$ cat src/qaw_pkg.sv
// qaw_pkg: shared types and constants of the four-channel analog input word block.
// assumes a 25 MHz core clock and a converter that tags each sample with its channel.
`default_nettype none

package qaw_pkg;

	localparam int unsigned CLK_HZ         = 25000000;
	localparam int unsigned NUM_CHAN       = 4;
	localparam int unsigned DATA_W         = 12;
	localparam int unsigned CHAN_W         = 2;
	localparam int unsigned WORD_W         = 16;

	// word layout
	localparam int unsigned DATA_LSB       = 0;
	localparam int unsigned CHAN_LSB       = 12;
	localparam int unsigned BUSY_BIT       = 14;
	localparam int unsigned SIGN_FAULT_BIT = 15;

	// converter code span
	localparam logic [11:0] CODE_MIN       = 12'h000;
	localparam logic [11:0] CODE_MAX       = 12'hfff;
	localparam int unsigned UNI_DIVISOR    = 4095;
	localparam int unsigned BI_DIVISOR     = 8191;
	// code step in microvolts x100, per span jumper setting
	localparam int unsigned STEP_10V_UV100 = 244;
	localparam int unsigned STEP_5V_UV100  = 122;

	// filter settling: 95 % of a step in this time
	localparam int unsigned SETTLE_TIME_MS = 10;
	localparam int unsigned SETTLE_CYCLES  = SETTLE_TIME_MS * (CLK_HZ / 1000);
	localparam int unsigned FILT_SHIFT     = 3;

	localparam int unsigned FIFO_DEPTH     = 32;

	// reset values
	localparam logic [15:0] WORD_RESET     = 16'h4000;
	localparam logic [1:0]  CHAN_FIRST     = 2'h0;

	typedef struct packed {
		logic                fault;
		logic                neg;
		logic [CHAN_W-1:0]   chan;
		logic [DATA_W-1:0]   mag;
	} qaw_sample_s;

	typedef struct packed {
		logic                seen;
		logic                fault;
		logic                neg;
		logic [DATA_W-1:0]   mag;
	} qaw_chan_s;

	typedef struct packed {
		logic                sign_fault;
		logic                busy;
		logic [CHAN_W-1:0]   chan;
		logic [DATA_W-1:0]   data;
	} qaw_word_s;

	typedef enum logic {
		QAW_IDLE,
		QAW_BURST
	} qaw_scan_e;

endpackage

`default_nettype wire

$ cat src/qaw_fifo.sv
// qaw_fifo: synchronous sample FIFO, valid/ready on both sides.
// assumes one clock; in_ready and out_valid come from flip-flops, out_data is read combinationally from memory.
`timescale 1ns/100ps
`default_nettype none

module qaw_fifo #(
	parameter int unsigned WIDTH = 16,
	parameter int unsigned DEPTH = 32
) (
	// clock and reset
	input  wire logic             clock,
	input  wire logic             nrst,
	// fill side
	input  wire logic             in_valid,
	output var  logic             in_ready,
	input  wire logic [WIDTH-1:0] in_data,
	// drain side
	output var  logic             out_valid,
	input  wire logic             out_ready,
	output logic      [WIDTH-1:0] out_data
);
	localparam int unsigned AW = $clog2(DEPTH);

	initial
	begin
		if (DEPTH < 2 || (1 << AW) != DEPTH)
			$error("qaw_fifo: DEPTH must be a power of two of at least 2");
	end

	logic [WIDTH-1:0] mem [DEPTH];
	logic [AW-1:0]    wr_ptr_reg;
	logic [AW-1:0]    rd_ptr_reg;
	logic [AW:0]      count_reg;
	logic [AW:0]      count_next;
	logic             push;
	logic             pop;

	assign push = in_valid && in_ready;
	assign pop  = out_valid && out_ready;
	assign out_data = mem[rd_ptr_reg];

	always_comb
	begin
		count_next = count_reg;
		if (push && !pop)
			count_next = count_reg + 1'b1;
		else if (pop && !push)
			count_next = count_reg - 1'b1;
	end

	always_ff @(posedge clock)
	begin
		if (push)
			mem[wr_ptr_reg] <= in_data;
	end

	always_ff @(posedge clock or negedge nrst)
	begin
		if (!nrst)
		begin
			wr_ptr_reg <= '0;
			rd_ptr_reg <= '0;
			count_reg  <= '0;
			in_ready   <= 1'b0;
			out_valid  <= 1'b0;
		end
		else
		begin
			if (push)
				wr_ptr_reg <= wr_ptr_reg + 1'b1;
			if (pop)
				rd_ptr_reg <= rd_ptr_reg + 1'b1;
			count_reg <= count_next;
			// honest flags, registered from the next count
			in_ready  <= count_next != (AW+1)'(DEPTH);
			out_valid <= count_next != '0;
		end
	end
endmodule

`default_nettype wire

$ cat src/qaw_filter.sv
// qaw_filter: per-channel first-order low-pass on signed converter samples.
// assumes samples arrive with channel tags; read port is combinational from state.
`timescale 1ns/100ps
`default_nettype none

module qaw_filter #(
	parameter int unsigned SHIFT = qaw_pkg::FILT_SHIFT
) (
	// clock and reset
	input  wire logic                 clock,
	input  wire logic                 nrst,
	// sample input
	input  wire logic                 in_valid,
	output var  logic                 in_ready,
	input  wire qaw_pkg::qaw_sample_s in_sample,
	// read port
	input  wire logic [1:0]           rd_chan,
	output qaw_pkg::qaw_chan_s        rd_entry
);
	localparam int unsigned AW = 13 + SHIFT;

	initial
	begin
		if (SHIFT < 1 || SHIFT > 8)
			$error("qaw_filter: SHIFT must lie in 1..8");
	end

	logic signed [AW-1:0] acc_reg [qaw_pkg::NUM_CHAN];
	logic                 seen_reg [qaw_pkg::NUM_CHAN];
	logic                 fault_reg [qaw_pkg::NUM_CHAN];
	qaw_pkg::qaw_sample_s hold_reg;
	logic                 busy_reg;
	logic signed [AW-1:0] x_s;
	logic signed [AW-1:0] acc_sel;
	logic signed [AW:0]   diff;
	logic signed [12:0]   y;

	// two-cycle read-modify-write; ready drops while the update is pending
	assign in_ready = !busy_reg;
	assign x_s     = AW'($signed({1'b0, hold_reg.mag}) * (hold_reg.neg ? -1 : 1)) <<< SHIFT;
	assign acc_sel = acc_reg[hold_reg.chan];
	assign diff    = (x_s - acc_sel) >>> SHIFT;

	always_ff @(posedge clock or negedge nrst)
	begin
		if (!nrst)
		begin
			busy_reg <= 1'b0;
			hold_reg <= '0;
		end
		else
		begin
			busy_reg <= in_valid && !busy_reg;
			if (in_valid && !busy_reg)
				hold_reg <= in_sample;
		end
	end

	always_ff @(posedge clock or negedge nrst)
	begin
		if (!nrst)
		begin
			for (int i = 0; i < qaw_pkg::NUM_CHAN; i++)
			begin
				acc_reg[i]   <= '0;
				seen_reg[i]  <= 1'b0;
				fault_reg[i] <= 1'b0;
			end
		end
		else if (busy_reg)
		begin
			fault_reg[hold_reg.chan] <= hold_reg.fault;
			if (!hold_reg.fault)
			begin
				seen_reg[hold_reg.chan] <= 1'b1;
				// first sample preloads so data is valid at once
				acc_reg[hold_reg.chan] <= seen_reg[hold_reg.chan] ? AW'(acc_sel + diff[AW-1:0]) : x_s;
			end
		end
	end

	always_comb
	begin
		y = 13'(acc_reg[rd_chan] >>> SHIFT);
		rd_entry.seen  = seen_reg[rd_chan];
		rd_entry.fault = fault_reg[rd_chan];
		rd_entry.neg   = y[12];
		rd_entry.mag   = y[12] ? 12'(-y) : y[11:0];
	end
endmodule

`default_nettype wire

$ cat src/qaw_top.sv
// qaw_top: digital front end of a four-channel analog input module.
// assumes the controller pulses scan_start once per scan, synchronous to clock.
`timescale 1ns/100ps
`default_nettype none

module qaw_top #(
	parameter int unsigned SETTLE_CYCLES = qaw_pkg::SETTLE_CYCLES,
	parameter int unsigned FIFO_DEPTH    = qaw_pkg::FIFO_DEPTH
) (
	// clock and reset
	input  wire logic                 clock,
	input  wire logic                 nrst,
	// converter sample stream
	input  wire logic                 adc_valid,
	output var  logic                 adc_ready,
	input  wire qaw_pkg::qaw_sample_s adc_sample,
	// jumpers and module conditions
	input  wire logic [1:0]           chan_count_jumper,
	input  wire logic                 span_select_jumper,
	input  wire logic                 noise_alarm,
	// analog front end control
	output var  logic                 span_5v_select,
	output var  logic [7:0]           code_step_uv100,
	// controller scan side
	input  wire logic                 scan_start,
	input  wire logic                 pointer_mode,
	output var  logic [15:0]          channel_input_word,
	output var  logic                 word_strobe
);
	localparam int unsigned CW = $clog2(SETTLE_CYCLES + 1);

	initial
	begin
		if (SETTLE_CYCLES < 1)
			$error("qaw_top: SETTLE_CYCLES must be at least 1");
		if (FIFO_DEPTH < 2)
			$error("qaw_top: FIFO_DEPTH must be at least 2");
	end

	// word assembly shared by both transfer modes
	function automatic logic [15:0] make_word(
		input logic [1:0]         chan,
		input qaw_pkg::qaw_chan_s e,
		input logic               stale,
		input logic               busy
	);
		qaw_pkg::qaw_word_s w;
		w.chan = chan;
		w.busy = busy;
		if (e.fault || stale)
		begin
			w.data       = qaw_pkg::CODE_MIN;
			w.sign_fault = 1'b1;
		end
		else
		begin
			w.data       = e.seen ? e.mag : qaw_pkg::CODE_MIN;
			w.sign_fault = e.seen && e.neg && e.mag != qaw_pkg::CODE_MIN;
		end
		make_word = w;
	endfunction

	qaw_pkg::qaw_sample_s fifo_sample;
	qaw_pkg::qaw_chan_s   rd_entry;
	qaw_pkg::qaw_scan_e   scan_state_reg;
	logic                 fifo_valid;
	logic                 fifo_ready;
	logic                 filt_ready;
	logic                 filt_valid;
	logic                 chan_enabled;
	logic [1:0]           last_chan;
	logic [1:0]           mux_chan_reg;
	logic [1:0]           burst_chan_reg;
	logic [1:0]           rd_chan;
	logic                 first_scan_reg;
	logic                 busy_now;
	logic [CW-1:0]        age_reg [qaw_pkg::NUM_CHAN];
	logic                 stale_reg [qaw_pkg::NUM_CHAN];

	// jumper pair gives channel count minus one
	assign last_chan = chan_count_jumper;

	// samples land in the FIFO whenever the converter has them and the FIFO is not full
	qaw_fifo #(
		.WIDTH ($bits(qaw_pkg::qaw_sample_s)),
		.DEPTH (FIFO_DEPTH)
	) u_fifo (
		.clock     (clock),
		.nrst      (nrst),
		.in_valid  (adc_valid),
		.in_ready  (adc_ready),
		.in_data   (adc_sample),
		.out_valid (fifo_valid),
		.out_ready (fifo_ready),
		.out_data  (fifo_sample)
	);

	// disabled channels are drained and dropped, never filtered
	assign chan_enabled = fifo_sample.chan <= last_chan;
	assign filt_valid   = fifo_valid && chan_enabled;
	assign fifo_ready   = chan_enabled ? filt_ready : 1'b1;

	qaw_filter #(
		.SHIFT (qaw_pkg::FILT_SHIFT)
	) u_filter (
		.clock     (clock),
		.nrst      (nrst),
		.in_valid  (filt_valid),
		.in_ready  (filt_ready),
		.in_sample (fifo_sample),
		.rd_chan   (rd_chan),
		.rd_entry  (rd_entry)
	);

	// a channel that delivers nothing for a settling window counts as failed
	always_ff @(posedge clock or negedge nrst)
	begin
		if (!nrst)
		begin
			for (int i = 0; i < qaw_pkg::NUM_CHAN; i++)
			begin
				age_reg[i]   <= '0;
				stale_reg[i] <= 1'b0;
			end
		end
		else
		begin
			for (int i = 0; i < qaw_pkg::NUM_CHAN; i++)
			begin
				if (filt_valid && filt_ready && fifo_sample.chan == 2'(i))
				begin
					age_reg[i]   <= '0;
					stale_reg[i] <= 1'b0;
				end
				else if (age_reg[i] == CW'(SETTLE_CYCLES))
					stale_reg[i] <= 1'b1;
				else
					age_reg[i] <= age_reg[i] + 1'b1;
			end
		end
	end

	// span jumper steers the analog gain; step size follows it
	always_ff @(posedge clock or negedge nrst)
	begin
		if (!nrst)
		begin
			span_5v_select  <= 1'b0;
			code_step_uv100 <= 8'(qaw_pkg::STEP_10V_UV100);
		end
		else
		begin
			span_5v_select  <= span_select_jumper;
			code_step_uv100 <= span_select_jumper ? 8'(qaw_pkg::STEP_5V_UV100)
			                                      : 8'(qaw_pkg::STEP_10V_UV100);
		end
	end

	// noise holds busy after the first scan
	assign busy_now = first_scan_reg || noise_alarm;
	// pointer scan opens on channel 1 straight from the filter, never from a stale copy
	assign rd_chan  = (scan_state_reg == qaw_pkg::QAW_BURST) ? burst_chan_reg
	                : (scan_start && pointer_mode) ? qaw_pkg::CHAN_FIRST : mux_chan_reg;

	// first scan marker, cleared as the first word of the first scan goes out
	always_ff @(posedge clock or negedge nrst)
	begin
		if (!nrst)
			first_scan_reg <= 1'b1;
		else if (scan_start && scan_state_reg == qaw_pkg::QAW_IDLE)
			first_scan_reg <= 1'b0;
	end

	// scan sequencer
	always_ff @(posedge clock or negedge nrst)
	begin
		if (!nrst)
		begin
			scan_state_reg <= qaw_pkg::QAW_IDLE;
			mux_chan_reg   <= qaw_pkg::CHAN_FIRST;
			burst_chan_reg <= qaw_pkg::CHAN_FIRST;
		end
		else
		begin
			unique case (scan_state_reg)
				qaw_pkg::QAW_IDLE:
				begin
					if (scan_start && pointer_mode && last_chan != qaw_pkg::CHAN_FIRST)
					begin
						scan_state_reg <= qaw_pkg::QAW_BURST;
						burst_chan_reg <= qaw_pkg::CHAN_FIRST + 2'h1;
					end
					else if (scan_start && !pointer_mode)
					begin
						// one channel per scan, wrap past the last enabled one
						if (mux_chan_reg >= last_chan)
							mux_chan_reg <= qaw_pkg::CHAN_FIRST;
						else
							mux_chan_reg <= mux_chan_reg + 2'h1;
					end
				end
				qaw_pkg::QAW_BURST:
				begin
					if (burst_chan_reg >= last_chan)
						scan_state_reg <= qaw_pkg::QAW_IDLE;
					else
						burst_chan_reg <= burst_chan_reg + 2'h1;
				end
			endcase
		end
	end

	// output word and strobe; pointer mode starts its burst at channel 1
	always_ff @(posedge clock or negedge nrst)
	begin
		if (!nrst)
		begin
			channel_input_word <= qaw_pkg::WORD_RESET;
			word_strobe        <= 1'b0;
		end
		else if (scan_state_reg == qaw_pkg::QAW_BURST)
		begin
			channel_input_word <= make_word(burst_chan_reg, rd_entry, stale_reg[burst_chan_reg],
			                                busy_now || !rd_entry.seen);
			word_strobe        <= 1'b1;
		end
		else if (scan_start)
		begin
			// pointer mode reads from channel 1, multiplexing from the current one
			channel_input_word <= make_word(rd_chan, rd_entry, stale_reg[rd_chan],
			                                busy_now || !rd_entry.seen);
			word_strobe        <= 1'b1;
		end
		else
			word_strobe        <= 1'b0;
	end

endmodule

`default_nettype wire

$ cat config.mk
export PLATFORM = sky130hd
export DESIGN_NAME = qaw_top
export DESIGN_NICKNAME = d
export VERILOG_FILES = /design/src/qaw_pkg.sv /design/src/qaw_fifo.sv /design/src/qaw_filter.sv /design/src/qaw_top.sv
export SDC_FILE = /design/constraint.sdc
export NUM_CORES = 1
export LEC_CHECK = 0
export BUFFER_PORTS_ARGS = -buffer_cell sky130_fd_sc_hd__buf_4
export CAP_MARGIN = 20
export CORE_AREA = 2 2 276 278
export DETAILED_ROUTE_END_ITERATION = 12
export DIE_AREA = 0 0 278 280
export PLACE_DENSITY = 0.58
export SLEW_MARGIN = 30
export SYNTH_ARGS = -nofsm -noshare
export SYNTH_HDL_FRONTEND = slang
export SYNTH_HIERARCHICAL = 1
export SYNTH_SLANG_ARGS = --single-unit
$ cat constraint.sdc
create_clock -name clock -period 7 [get_ports clock]
set_input_delay 1.4 -clock clock [delete_from_list [all_inputs] [get_ports clock]]
set_output_delay 1.4 -clock clock [all_outputs]
set_load 0.01 [all_outputs]
### Word level (Yosys, flattened, before mapping)

Memories as Yosys holds them, arrays and structs flattened.
Index checks and enable logic that the tools add are counted.

* bits in registers: 215
* RAM bits: 512
* input bits: 25
* output and inout bits: 27
* word-level logic and storage cells: 189
* memories: 1

Memories
* u_fifo.mem: depth 32, width 16, rd ports 1, clocked after memory_dff 0, wr ports 1, RTL line qaw_fifo.sv:30 `logic [WIDTH-1:0] mem [DEPTH];`

* add/subtract/negate cells: 13
* multiply operators: 1
* $lt $le $gt $ge: 7
* eq/ne operators: 14
* muxes and demuxes: 70
* bitwise operators: 7
* reductions and logical operators: 38

Operators with widths (count)
* 2-to-1 mux 18 bit: 8
* 2-to-1 mux 16 bit: 8
* adder 18 x 1 -> 18 bit (second input constant): 4
* equality test 18 bit (second input constant): 4
* binary-select mux 16 bit (select 2 bit): 2
* bitwise mux 64 bit: 1
* 2-to-1 mux 12 bit: 4
* demux 16 bit (select 2 bit): 1
* multiplier 13 x 32 -> 13 bit: 1
* 2-to-1 mux 32 bit: 1
* 2-to-1 mux 1 bit: 28
* logical AND 1 bit: 17
* subtractor 16 x 16 -> 17 bit: 1
* adder 16 bit: 1
* 2-to-1 mux 6 bit: 2
* negator 12 bit: 1
* nonzero test 12 bit: 1
* nonzero test 2 bit: 6
* adder 5 x 1 -> 5 bit (second input constant): 2
* binary-select mux 1 bit (select 2 bit): 5
* 2-to-1 mux 2 bit: 5
* != test 2 bit (second input constant): 5
* greater-or-equal comparator 3 bit (second input constant): 3
* inverter 2 -> 3 bit: 3
* other kinds (23): 36

### Logic depth before layout (Yosys ltp)

* word-level depth: 14
* mapped depth: 32
* gate-level depth less buffers: 32

### Modules after synthesis

Netlist, hierarchy kept.

By module, submodules not included
* qaw_fifo: times used 1, cells each 1199, area an instance 21015.2 µm², seq. area each 15825.2 µm²
* qaw_filter: times used 1, cells each 726, area an instance 7138.1 µm², seq. area each 2227.1 µm²
* qaw_top: times used 1, cells each 549, area an instance 5297.6 µm², seq. area each 2531.2 µm²

### Worst setup path before layout

OpenSTA, ideal clock, no wires.

* path type: reg-to-reg
* start: register u_filter/hold_reg[14] in the netlist's numbering
* end: register u_filter/acc_reg[31] in the netlist's numbering
* library setup time: 96 ps
* arrival time: 7106 ps
* data required time: 6904 ps
* slack: -202 ps
* stages on the path, launching flop included: 31
* period minus slack after synthesis: 7202 ps
* cells stage by stage: dfrtp_1 -> clkbuf_1 -> nand2_1 -> fa_1 -> inv_1 -> fa_1 -> ha_1 -> ha_1 -> fa_1 -> ha_1 -> a21o_1 -> a21oi_1 -> o21ai_0 -> a21oi_1 -> xnor2_1 -> ha_1 -> and3_1 -> nand3_1 -> a21oi_2 -> nand2b_1 -> a21o_1 -> a21oi_1 -> xnor2_1 -> ha_1 -> inv_1 -> nor3_1 -> a2111oi_0 -> o21ai_0 -> a21oi_2 -> and3b_4 -> o31ai_1

* longest elaborated chain between the ends: 6

RTL lines
* from (decl): RTL line qaw_filter.sv:31 `qaw_pkg::qaw_sample_s hold_reg;`
* from (signal assigned): RTL line qaw_filter.sv:55 `hold_reg <= in_sample;`
* 2-to-1 mux 32 bit (*): RTL line qaw_filter.sv:40 `assign x_s = AW'($signed({1'b0, hold_reg.mag}) * (hold_reg.neg ? -1 : 1)) <<< SHIFT;`
* multiplier 13 x 32 -> 13 bit (*): RTL line qaw_filter.sv:40
* subtractor 16 x 16 -> 17 bit: RTL line qaw_filter.sv:42 `assign diff = (x_s - acc_sel) >>> SHIFT;`
* adder 16 bit: RTL line qaw_filter.sv:77 `acc_reg[hold_reg.chan] <= seen_reg[hold_reg.chan] ? AW'(acc_sel + diff[AW-1:0]) : x_s;`
* 2-to-1 mux 16 bit (*): RTL line qaw_filter.sv:77
* bitwise mux 64 bit (*): RTL line qaw_filter.sv:77
* to (signal, indexed assignment): RTL line qaw_filter.sv:77
* to (decl): RTL line qaw_filter.sv:28 `logic signed [AW-1:0] acc_reg [qaw_pkg::NUM_CHAN];`

Every way passes the cells marked *; elsewhere a longest branch is shown, timed or not.
A chain may end at the register's enable or synchronous reset.

### Worst setup path in the final report

* start: register u_filter/hold_reg[14] in the netlist's numbering
* end: register u_filter/acc_reg[15] in the netlist's numbering

Same word-level chain as after synthesis.

==> impl_results.md <==
* Synth Flop Type: edfxtp_1
* Worst path slowest cell: fa_2
* Max Fanout on Critical Path at 6
* Clock buffer depth at 3
* First-pass GRT wire length at approximately 120 mm
* Nets@finish at 2,763
* Status: complete, but fails checks
* Reg2Reg Depth at 29
* RSZ-0062 raised after global routing: true
* Fmax at around 140 MHz
* Full die area at ~78,000 µm²
* IO Pins at 52
* Clk sink count at 720
* Final Cycle Share at 100%
* Least-Margin Pin Slew at around 0.99 ns
* Layout cells sized above 1 at between 10% and 20%
* Ys Warns at 6
* Register area share after synthesis at around three fifths
* Largest family of logic cells by synthesized area: multiplexers
* Vias in the first global route at roughly 21,000
* CP startpoint kind: flop
* Worst hold path class: flop to flop
* Root Driver: clkbuf_16
* CTS tree: yes
* Slowest stage delay, CP at 0.63 ns
* Mapped cell area at 33,500 µm²
* Row count at roughly 100
* Max_slew headroom at around a third
* Setup_tns at -0.00266 ns
* Initial antenna violation count at 0
* Starting Density at roughly 44%
* XOR/XNOR share of the synthesized area at roughly 2.9%
* Synth-to-Final Area Change at 14.8%
* Clk Latency, worst-skew pair at around 0.65 ns
* Hold wc startpoint: u_filter/acc_reg[18]$_DFFE_PN0P_
* Die Span Y at about 280 µm
* Largest net degree at the start of global routing at 76
* Adder-Cell Fraction of Synth Area at 4.96%
* Final GP Congestion at slightly above 0.8
* Clock-pin slew on the worst setup and hold paths at 0.06 ns
* WHS at 0.477 ns
* Gr usage total at 20.2%
* Hold endpoint: u_filter/acc_reg[18]$_DFFE_PN0P_
* Crit path launch: u_filter/hold_reg[14]$_DFFE_PN0P_
* Cells after synthesis at roughly 2,500
* GRT overflow at 0
* Max cap viols at 0
* DRC Markers at 0
* Post-DP HPWL at approximately 49 mm
* Number of DRC markers in iteration 0 at about 1,500
* Drt wl/cell at ~21 µm
* Final worst slack at -0.00266 ns
* Post-layout min period at roughly 7.0 ns
* Final Hold Fails at 0
* Fin. max-slew vios at 0
* Multiplexer share of the synthesized area at a little over a tenth
* Vias per cell at 5.56
* Hold Path Depth at 2
* Diodes inserted at 0
* Core area at approximately 75,000 µm²
* Reg2reg end: u_filter/acc_reg[15]$_DFFE_PN0P_
* Critical path arrival at approximately 7.5 ns
* Failing checks: negative setup slack
* R2R Setup Slk at -0.003 ns
* Post-synth ARST share at 28.9%
* Req. time, crit path at around 7.5 ns
* Top cell by count, worst path: fa_1
* Reg-to-Reg Start: u_filter/hold_reg[14]$_DFFE_PN0P_
* Port bufs at 47
* Clk_skew at approximately 0.037 ns
* Worst setup EP type: flop
* CTS H-tree depth at 3
* Total Routed Length at a little under 80 mm
* Synth Area in Compound Gates at under 10%
* Num CTS Buffers at 80
* Die Width at ~280 µm
* Mean Syn Cell Area at about 14 µm²
* Max reg flops at 512
* Simple-gate share of the synthesized area at under 10%
* Unique masters post-synth at 79
* Number of enable flip-flop cells after synthesis at 512
* CP Class: flop to flop
* Via count at a little over 20,000
* Final Setup Violations at 1
* Post-synthesis register bit count at about 700
* DR pass1 iterations at 6
* Post-DRT Antenna Nets at 0
## critical path, delay by kind of cell, from the launching register on
| kind | cells | cell delay, ns |
|---|---|---|
| buffers and inverters | 5 | 0.33 |
| xor gates and xnor gates | 2 | 0.31 |
| and+or+nand+nor | 7 | 1.53 |
| DFF | 1 | 0.41 |
| AOI/OAI and AO/OA | 7 | 1.01 |
| adders and majority gates | 8 | 3.33 |
## cell usage after synthesis (all sizes together) (69+ instances only)
cell type    n  area share (%)
a22oi      112             2.5
dfrtp      205              15
nor2       154             1.7
nand3      111             1.7
mux2i      264             7.9
xnor2       84             2.2
a21oi       75             1.1
nand2      136             1.6
edfxtp     512              46
o21ai       93             1.4
ha          83             3.1
buf         69             1.6
inv        123             1.4
## worst max-delay path by stage
| stage | to | slack, ns | depth (start not counted) |
|---|---|---|---|
| after floorplan | u_filter/acc_reg[31]$_DFFE_PN0P_ | 0.05 | 30 |
| after detailed placement | u_filter/acc_reg[47]$_DFFE_PN0P_ | -0.27 | 28 |
| final | u_filter/acc_reg[15]$_DFFE_PN0P_ | -0.003 | 29 |
| after CTS | u_filter/acc_reg[31]$_DFFE_PN0P_ | 0.0006 | 28 |
| after global placement | u_filter/acc_reg[15]$_DFFE_PN0P_ | -0.11 | 30 |
| after global routing | u_filter/acc_reg[15]$_DFFE_PN0P_ | -0.30 | 28 |
## layout make-up
type / count / area, µm²
well taps: 978 / 1220
inverters: 124 / 465
repair buffers: 180 / 1420
flip-flops and latches: 720 / 20600
clock inverters: 28 / 307
multi-input cells: 1518 / 12200
clock buffers: 119 / 2240
fillers: 6288 / 36800
## cell usage in the layout, fill, tap and decap left out, types with 7 or more instances in the layout
| cell type | instances |
|---|---|
| edfxtp_1 | 512 |
| mux2i_1 | 263 |
| dfrtp_1 | 204 |
| buf_4 | 169 |
| nor2_1 | 146 |
| nand2_1 | 131 |
| inv_1 | 119 |
| a22oi_1 | 112 |
| nand3_1 | 108 |
| o21ai_0 | 85 |
| clkbuf_16 | 82 |
| xnor2_1 | 81 |
| ha_1 | 71 |
| a21oi_1 | 68 |
| nand4_1 | 39 |
| mux4_2 | 33 |
| clkbuf_1 | 32 |
| nor3_1 | 30 |
| fa_1 | 30 |
| xor2_1 | 26 |
| mux2_2 | 22 |
| nor4_1 | 22 |
| nand2b_1 | 17 |
| and2_1 | 12 |
| a32o_1 | 12 |
| ha_4 | 12 |
| nor2b_1 | 11 |
| and3_1 | 11 |
| or3_1 | 11 |
| a31oi_1 | 10 |
| clkinv_2 | 10 |
| clkinv_1 | 9 |
| or2_2 | 9 |
| o211ai_1 | 8 |
| a21o_1 | 8 |
| buf_6 | 7 |
## cells by family after synthesis
logic type               Yosys count
AO/OA/AOI/OAI                    355
XOR/XNOR                         111
adder cells (fa/ha/maj)          114
buffers and inverters            238
flip-flops                       720
multiplexers                     319
other                              2
AND/OR/NAND/NOR                  615
## repair_timing
action / 4_1_cts / 5_1_grt
endpoints found under the hold margin: 0 / 0
pin swaps: 34 / 39
setup buffers: 6 / 9
gates resized for setup: 37 / 41
hold buffers: 0 / 0
endpoints found under the setup margin: 12 / 17
## layer usage
layer  vias up  global-route usage (%)  share of wire (%)
met1     10300                    26.2                 44
met3       131                    2.91                4.0
li1       9516                       -                  -
met5         -                       0                  0
met4         0                    6.07                2.6
met2       401                    35.3                 50
## through the flow
step	setup slack, ns	area [µm²]	utilization, %	std cells
6_report	-0.00266	38400	51.1	3667
5_1_grt	-0.300	38400	51.1	3667
4_1_cts	0.000646	38100	50.6	3658
3_5_place_dp	-0.269	35300	47.0	3505
3_3_place_gp	-0.109	35300	46.9	3503
2_1_floorplan	0.0457	33500	-	2476
Power is not shown: default switching activity piles up to over one toggle a cycle in this logic, so the estimate is an artifact.
